[src/mrsup_pkg.sv]
// constants and carriers for the core reset supervisor
// assumes one 250 MHz core clock and a synchronous power-up reset
//
// Operation
// - assert core reset while the voltage detector reports low supply.
// - hold core reset for the hold time after the supply recovers.
// - voltage detector path always enabled, also in idle and power-down.
// - ignore low-supply indications shorter than the spike filter time.
// - a voltage-detector power-up reset latches the power-up flag to one.
// - software can read the power-up flag to tell cold from warm reset.
// - the flag stays set until software clears it explicitly.
// - accept a debug unit reset request and apply it as core reset.
// - debug reset works in idle and power-down modes too.
package mrsup_pkg;
	localparam int CLK_MHZ            = 250;
	// times in nanoseconds; plain defaults, the real figures belong to the silicon
	localparam int SPIKE_FILTER_NS    = 100;
	localparam int RESET_HOLD_NS      = 10000;
	// least times round up
	localparam int SPIKE_FILTER_CYC   = (SPIKE_FILTER_NS * CLK_MHZ + 999) / 1000;
	localparam int RESET_HOLD_CYC     = (RESET_HOLD_NS * CLK_MHZ + 999) / 1000;
	localparam int CNT_W              = 16;
	localparam logic POWER_UP_FLAG_RST = 1'b0;
	// power-on counts as a low supply until the detector shows it good
	localparam logic SUPPLY_LOW_RST    = 1'b1;

	typedef struct packed {
		logic low_voltage;
		logic debug_req;
	} mrsup_src_t;

	typedef enum logic [1:0] {
		MRSUP_RUN,
		MRSUP_LOW,
		MRSUP_HOLD
	} mrsup_state_t;
endpackage : mrsup_pkg

[src/mrsup_core.sv]
// reset supervisor: voltage detector and debug reset to core reset, power-up flag
// assumes detector and debug request are asynchronous; no software gate exists
`timescale 1ns/1ps
`default_nettype none
module mrsup_core (
	// clock and reset
	input  wire logic               core_clk,
	input  wire logic               sys_rst,
	// reset sources
	input  wire mrsup_pkg::mrsup_src_t src_in,
	// software access to the power-up flag
	input  wire logic               flag_clear,
	output var  logic               power_up_flag,
	// core reset out
	output var  logic               core_reset
);
	logic               lv_s1_r, lv_s2_r, dbg_s1_r, dbg_s2_r;
	logic               lv_clean;
	logic [mrsup_pkg::CNT_W-1:0] hold_r;
	mrsup_pkg::mrsup_state_t     state_r;
	logic               flag_r, core_reset_r;
	logic               pu_seen_r;
	// helper counters for the checks: low supply samples in a row,
	// and cycles since the filtered supply was last seen low
	logic [mrsup_pkg::CNT_W-1:0] lv_run_r;
	logic [mrsup_pkg::CNT_W-1:0] rec_cnt_r;

	// saturate so a long quiet stretch never wraps into a false short one
	function automatic logic [mrsup_pkg::CNT_W-1:0] sat_inc(
		input logic [mrsup_pkg::CNT_W-1:0] val
	);
		return (val == '1) ? val : val + 1'b1;
	endfunction : sat_inc

	// two-flop synchronisers
	always_ff @(posedge core_clk) begin
		if (sys_rst) begin
			// power-on implies a low supply, so start from that side
			lv_s1_r  <= mrsup_pkg::SUPPLY_LOW_RST;
			lv_s2_r  <= mrsup_pkg::SUPPLY_LOW_RST;
			dbg_s1_r <= 1'b0;
			dbg_s2_r <= 1'b0;
		end else begin
			lv_s1_r  <= src_in.low_voltage;
			lv_s2_r  <= lv_s1_r;
			dbg_s1_r <= src_in.debug_req;
			dbg_s2_r <= dbg_s1_r;
		end
	end

	mrsup_filter #(.LEN(mrsup_pkg::SPIKE_FILTER_CYC)) u_filter (
		.core_clk  (core_clk),
		.sys_rst   (sys_rst),
		.raw_in    (lv_s2_r),
		.clean_out (lv_clean)
	);

	// no enable term: the low-voltage path cannot be switched off, nor is it
	// gated by idle or power-down, which are not even inputs here
	always_ff @(posedge core_clk) begin
		if (sys_rst) begin
			state_r <= mrsup_pkg::MRSUP_LOW;
			hold_r  <= '0;
		end else begin
			case (state_r)
				mrsup_pkg::MRSUP_RUN: begin
					if (lv_clean) begin
						state_r <= mrsup_pkg::MRSUP_LOW;
					end
				end
				mrsup_pkg::MRSUP_LOW: begin
					hold_r <= '0;
					if (!lv_clean) begin
						state_r <= mrsup_pkg::MRSUP_HOLD;
					end
				end
				mrsup_pkg::MRSUP_HOLD: begin
					if (lv_clean) begin
						state_r <= mrsup_pkg::MRSUP_LOW;
					end else if (hold_r >= mrsup_pkg::CNT_W'(mrsup_pkg::RESET_HOLD_CYC - 1)) begin
						state_r <= mrsup_pkg::MRSUP_RUN;
					end else begin
						hold_r <= sat_inc(hold_r);
					end
				end
				default: state_r <= mrsup_pkg::MRSUP_LOW;
			endcase
		end
	end

	// debug reset is combined outside any low-power gating
	always_ff @(posedge core_clk) begin
		if (sys_rst) begin
			core_reset_r <= 1'b1;
		end else begin
			core_reset_r <= (state_r != mrsup_pkg::MRSUP_RUN) || lv_clean || dbg_s2_r;
		end
	end

	// power-up means the first detector-held reset since power-on reset
	always_ff @(posedge core_clk) begin
		if (sys_rst) begin
			pu_seen_r <= 1'b0;
		end else if (state_r == mrsup_pkg::MRSUP_RUN) begin
			pu_seen_r <= 1'b1;
		end
	end

	// set wins over clear; debug resets never touch it
	always_ff @(posedge core_clk) begin
		if (sys_rst) begin
			flag_r <= mrsup_pkg::POWER_UP_FLAG_RST;
		end else if (!pu_seen_r && state_r == mrsup_pkg::MRSUP_HOLD) begin
			flag_r <= 1'b1;
		end else if (flag_clear) begin
			flag_r <= 1'b0;
		end
	end

	// check helpers only; nothing in the reset path reads them
	always_ff @(posedge core_clk) begin
		if (sys_rst) begin
			lv_run_r <= '0;
		end else if (lv_s2_r) begin
			lv_run_r <= sat_inc(lv_run_r);
		end else begin
			lv_run_r <= '0;
		end
	end

	always_ff @(posedge core_clk) begin
		if (sys_rst) begin
			rec_cnt_r <= '0;
		end else if (lv_clean) begin
			rec_cnt_r <= '0;
		end else begin
			rec_cnt_r <= sat_inc(rec_cnt_r);
		end
	end

	assign core_reset    = core_reset_r;
	assign power_up_flag = flag_r;

	// checks on the reset output, its sources and the power-up flag
	property p_low_resets;
		@(posedge core_clk) disable iff (sys_rst)
		lv_clean |=> core_reset;
	endproperty
	chk_low_resets: assert property (p_low_resets)
		else $error("low supply did not reset core");

	property p_dbg_resets;
		@(posedge core_clk) disable iff (sys_rst)
		dbg_s2_r |=> core_reset;
	endproperty
	chk_dbg_resets: assert property (p_dbg_resets)
		else $error("debug request did not reset core");

	property p_hold_min;
		@(posedge core_clk) disable iff (sys_rst)
		$fell(lv_clean) |-> core_reset [*8];
	endproperty
	chk_hold_min: assert property (p_hold_min)
		else $error("reset released too early");

	property p_flag_sticky;
		@(posedge core_clk) disable iff (sys_rst)
		flag_r && !flag_clear |=> flag_r;
	endproperty
	chk_flag_sticky: assert property (p_flag_sticky)
		else $error("flag cleared without software");

	property p_dbg_no_flag;
		@(posedge core_clk) disable iff (sys_rst)
		!flag_r && pu_seen_r |=> !flag_r;
	endproperty
	chk_dbg_no_flag: assert property (p_dbg_no_flag)
		else $error("flag set by warm reset");

	property p_flag_set;
		@(posedge core_clk) disable iff (sys_rst)
		!pu_seen_r && state_r == mrsup_pkg::MRSUP_HOLD |=> flag_r;
	endproperty
	chk_flag_set: assert property (p_flag_set)
		else $error("flag not set");

	// the filtered level may only rise after a full filter time of low samples
	property p_filter_spike;
		@(posedge core_clk) disable iff (sys_rst)
		$rose(lv_clean) |-> lv_run_r >= mrsup_pkg::SPIKE_FILTER_CYC;
	endproperty
	chk_filter_spike: assert property (p_filter_spike)
		else $error("spike passed");

	property p_release;
		@(posedge core_clk) disable iff (sys_rst)
		$fell(core_reset) |-> !$past(lv_clean) && !$past(dbg_s2_r);
	endproperty
	chk_release: assert property (p_release)
		else $error("released under a source");

	property p_hold_count;
		@(posedge core_clk) disable iff (sys_rst)
		$fell(core_reset) |-> rec_cnt_r >= mrsup_pkg::RESET_HOLD_CYC;
	endproperty
	chk_hold_count: assert property (p_hold_count)
		else $error("release before the hold time");

	property p_run_entry;
		@(posedge core_clk) disable iff (sys_rst)
		state_r == mrsup_pkg::MRSUP_RUN && $past(state_r) != mrsup_pkg::MRSUP_RUN
			|-> rec_cnt_r >= mrsup_pkg::RESET_HOLD_CYC;
	endproperty
	chk_run_entry: assert property (p_run_entry)
		else $error("run entered before the hold time");

	property p_dbg_release;
		@(posedge core_clk) disable iff (sys_rst)
		!dbg_s2_r && !lv_clean && state_r == mrsup_pkg::MRSUP_RUN |=> !core_reset;
	endproperty
	chk_dbg_release: assert property (p_dbg_release)
		else $error("reset held with no source");

	property p_low_state;
		@(posedge core_clk) disable iff (sys_rst)
		lv_clean |=> state_r == mrsup_pkg::MRSUP_LOW;
	endproperty
	chk_low_state: assert property (p_low_state)
		else $error("low supply did not reach low state");

	property p_flag_cause;
		@(posedge core_clk) disable iff (sys_rst)
		$rose(flag_r) |-> $past(state_r) == mrsup_pkg::MRSUP_HOLD && !$past(pu_seen_r);
	endproperty
	chk_flag_cause: assert property (p_flag_cause)
		else $error("flag set outside a power-up");

	property p_clear_works;
		@(posedge core_clk) disable iff (sys_rst)
		flag_clear && !(state_r == mrsup_pkg::MRSUP_HOLD && !pu_seen_r) |=> !flag_r;
	endproperty
	chk_clear_works: assert property (p_clear_works)
		else $error("software clear ignored");

	// main scenarios
	cov_cold: cover property (@(posedge core_clk) disable iff (sys_rst) $rose(flag_r));
	cov_dbg: cover property (@(posedge core_clk) disable iff (sys_rst) $rose(dbg_s2_r));
	cov_brownout: cover property (@(posedge core_clk) disable iff (sys_rst)
		pu_seen_r && $rose(lv_clean));
	cov_spike: cover property (@(posedge core_clk) disable iff (sys_rst)
		$fell(lv_s2_r) && !lv_clean);
	cov_clear: cover property (@(posedge core_clk) disable iff (sys_rst)
		flag_r && flag_clear);
endmodule : mrsup_core
`default_nettype wire

[src/mrsup_filter.sv]
// spike filter: output follows input only after it held steady for a count
// assumes input already synchronised to core_clk
`timescale 1ns/1ps
`default_nettype none
module mrsup_filter #(
	parameter int LEN = 1
) (
	// clock and reset
	input  wire logic core_clk,
	input  wire logic sys_rst,
	// level in and filtered level out
	input  wire logic raw_in,
	output var  logic clean_out
);
	logic [mrsup_pkg::CNT_W-1:0] cnt_r;
	logic                        clean_r;

	// restart counting whenever input agrees with output; short spikes die
	always_ff @(posedge core_clk) begin
		if (sys_rst) begin
			cnt_r   <= '0;
			clean_r <= mrsup_pkg::SUPPLY_LOW_RST;
		end else if (raw_in == clean_r) begin
			cnt_r <= '0;
		end else if (cnt_r >= mrsup_pkg::CNT_W'(LEN - 1)) begin
			cnt_r   <= '0;
			clean_r <= raw_in;
		end else begin
			cnt_r <= cnt_r + 1'b1;
		end
	end
	assign clean_out = clean_r;
endmodule : mrsup_filter
`default_nettype wire

[config.mk]
export PLATFORM = sky130hd
export DESIGN_NAME = mrsup_core
export DESIGN_NICKNAME = d
export VERILOG_FILES = /design/src/mrsup_pkg.sv /design/src/mrsup_core.sv /design/src/mrsup_filter.sv
export SDC_FILE = /design/constraint.sdc
export NUM_CORES = 1
export LEC_CHECK = 0
export BUFFER_PORTS_ARGS = -buffer_cell sky130_fd_sc_hd__buf_2
export CORE_MARGIN = 5
export CORE_UTILIZATION = 55
export CTS_CLUSTER_SIZE = 28
export DETAILED_ROUTE_END_ITERATION = 12
export PLACE_DENSITY = 0.79
export SLEW_MARGIN = 15
export SYNTH_ARGS = -nofsm -noshare
export SYNTH_HDL_FRONTEND = slang
export SYNTH_SLANG_ARGS = --single-unit
[constraint.sdc]
create_clock -name core_clk -period 3.6 [get_ports core_clk]
set_clock_uncertainty 0.05 [all_clocks]
set_input_delay 0.9 -clock core_clk [delete_from_list [all_inputs] [get_ports core_clk]]
set_output_delay 0.9 -clock core_clk [all_outputs]
set_load 0.01 [all_outputs]
==> results.toml <==
[outcome]
status = "completed"

[final_layout]
fillers = 247
fin_nets = 182
layoutNonFillerInstCount = 206
drive_above_1_share_pct = 10.29
mostFrequentLayoutCells = "dfxtp_1, nor2_1, conb_1"
finalInstanceArea_um2 = 1702
multi_input_area_um2 = 690.7
antenna_cells = 0
area_delta_synth_final_pct = 10.57
final-seq-area_um2 = 840.8
layout_commonest_cell = "dfxtp_1"

[route]
drt_first_pass_iters = 4
postRouteAntennaNets = 0
drt_iter0_drc = 25
wire_per_inst_um = 12.02
wirelength_um = 2476
vias = 1128
via_per_inst = 5.476
drc = 0

[synthesis]
syn-instance-count = 155
synthFlopType = "dfxtp_1"
synth-seq-area-share_pct = 54.63
synth_compound_area_share_pct = 10.73
synth_seq_cells = 42
synth_top_family_by_area = "simple AND/OR/NAND/NOR gates"
yosysWarnings = 0
synth_adder_area_share_pct = 2.439
ys_types = 35
synthSimpleGateAreaFrac_pct = 25.45
synth-xor-area-share_pct = 2.276
synth-async-reset-ratio_pct = 0
syn_avg_cell_area_um2 = 9.929
synth_mux_area_share_pct = 1.301
synth-edff-count = 0
syn-cell-area_um2 = 1539

[sta]
grt_setup_unrepaired = "false"
fin_crit_sh_pct = 60.76
period_minus_slack_ns = 2.187
max_freq_ghz = 0.4572
fin_setup_tns_ns = 0
setup-violations-final = 0
slew_viol_final = 0
hold_viol = 0

[global_route]
use_met2_pct = 22.31
grt_pass1_wl_um = 4333
grt_overflow = 0
grt_use_met3_pct = 5.396
use_met1_pct = 15.32
grt_max_degree = 22
top_usage_layer = "met2"
antenna_found_initial = 0
grt_pass1_vias = 1054
grt.total_usage_pct = 13.63

[setup_path]
critPathMaxFanout = 21
cp.arrival_ns = 2.42
startpoint_type = "flop"
end_kind = "flop"
crit_required_ns = 3.83
path_class = "reg2reg"

[placement]
routabilityCongestion = 0.7823
portBuffers = 6
dp.cells = 198
dpl.hpwl_um = 1768
placed_area_um2 = 1623

[pwr]
peakVddDrop_mv = 0.4282
power_density_nw_per_um2 = 457.7
p_leak_nw = 0.6089
power_uw = 778.9

[die]
core-area_um2 = 2710
ios = 7
die_width_um = 62.90
die_h_um = 62.90
start_util_pct = 56.79
rows = 19
dieArea_um2 = 3956

[clock_tree]
cts_tree = "done"
cts_hold_buf = 0
clock_path_buffers = 2
cts_root_buf = "clkbuf_4"
cts_made_buffers = 5
path_clk_slew_ns = 0.11
cts_resized = 0
cts.sinks = 42
postCtsSetupBuffers = 0
worstSkewPairLatency_ns = 0.34
h-tree-depth = 2

[flow_run]
cap_violations = 0

[min_path]
worst_hold_path_type = "reg2reg"
[cell families (layout without fill, tap and decap cells)]
| family | Yosys count | in the layout |
|---|---|---|
| adders and majority gates | 3 | 3 |
| AOI/OAI and AO/OA | 25 | 25 |
| and+or+nand+nor | 68 | 68 |
| buffers and inverters | 10 | 20 |
| DFF | 42 | 42 |
| xor gates and xnor gates | 4 | 4 |
| other | 1 | 11 |
| muxes | 2 | 2 |
[layout make-up]
class                      count  share of cell area [%]
multi-input combinational    113                   40.59
inverter                       6                   1.324
timing repair buffer           6                   1.765
clock buffer                   6                   2.426
sequential                    42                   49.41
clock inverter                 2                   2.206
tap                           31                   2.279
[state kept, by name, summed over array words and instances, names as in the netlist]
name	cells
dbg_s1_r	1
lv_s2_r	1
core_reset	1
pu_seen_r	1
state_r	2
dbg_s2_r	1
lv_s1_r	1
u_filter.cnt_r	16
power_up_flag	1
hold_r	16
u_filter.clean_out	1
[where the power goes]
part	internal, mW	total [mW]	switching, mW
Clock	0.147	0.288	0.142
Sequential	0.474	0.478	0.00385
Combinational	0.00544	0.0125	0.00707
[worst paths after layout]
path	start	end	slack, ns	depth (start not counted)
setup / recovery	hold_r[0]$_SDFFE_PP0P_	hold_r[10]$_SDFFE_PP0P_	1.41	5
hold / removal	lv_s1_r$_SDFF_PP1_	lv_s2_r$_SDFF_PP1_	0.37	1
setup reg to reg	hold_r[0]$_SDFFE_PP0P_	hold_r[10]$_SDFFE_PP0P_	1.41	5
hold reg to reg	lv_s1_r$_SDFF_PP1_	lv_s2_r$_SDFF_PP1_	0.37	1
[cell usage after synthesis (all sizes together), types with 2 or more instances]
cell / instances / area share, %
nand3: 7 / 2.3
inv: 6 / 1.5
nor4: 4 / 1.6
and2: 5 / 2.0
mux2i: 2 / 1.3
nor2: 12 / 2.9
o21ai: 2 / 0.65
a211o: 2 / 1.1
nand2: 6 / 1.5
nor3b: 2 / 0.98
nand4: 3 / 1.2
nand2b: 2 / 0.81
ha: 3 / 2.4
clkbuf: 3 / 0.73
o211ai: 2 / 0.98
or3: 6 / 2.4
or2: 2 / 0.81
nor3: 4 / 1.3
a21oi: 10 / 3.3
xor2: 2 / 1.1
xnor2: 2 / 1.1
or4: 6 / 2.9
dfxtp: 42 / 55
nor2b: 3 / 1.2
o21a: 2 / 0.98
o31ai: 6 / 2.9
[through the flow]
step | worst slack [ns] | hold WS (ns) | utilization, %
2_1_floorplan | 1.563 | 0.3395 | -
3_3_place_gp | 1.499 | 0.3480 | 59.88
3_5_place_dp | 1.436 | 0.3476 | 59.88
4_1_cts | 1.408 | 0.3756 | 62.79
5_1_grt | 1.209 | 0.4056 | 62.79
6_report | 1.413 | 0.3748 | 62.79
[critical path, cell delays in order (launching register included)]
cell and delay (ns):
dfxtp_1 0.35, ha_1 0.23, or4_1 0.42, o2111a_2 0.39
or4_1 0.54, a21oi_1 0.15
[layer usage]
metal | vias up | wire (um)
met5 | - | 0
met4 | 0 | 54
met3 | 7 | 106
met2 | 22 | 1196
met1 | 515 | 1118
li1 | 584 | -
(Power assumes the default switching activity.)
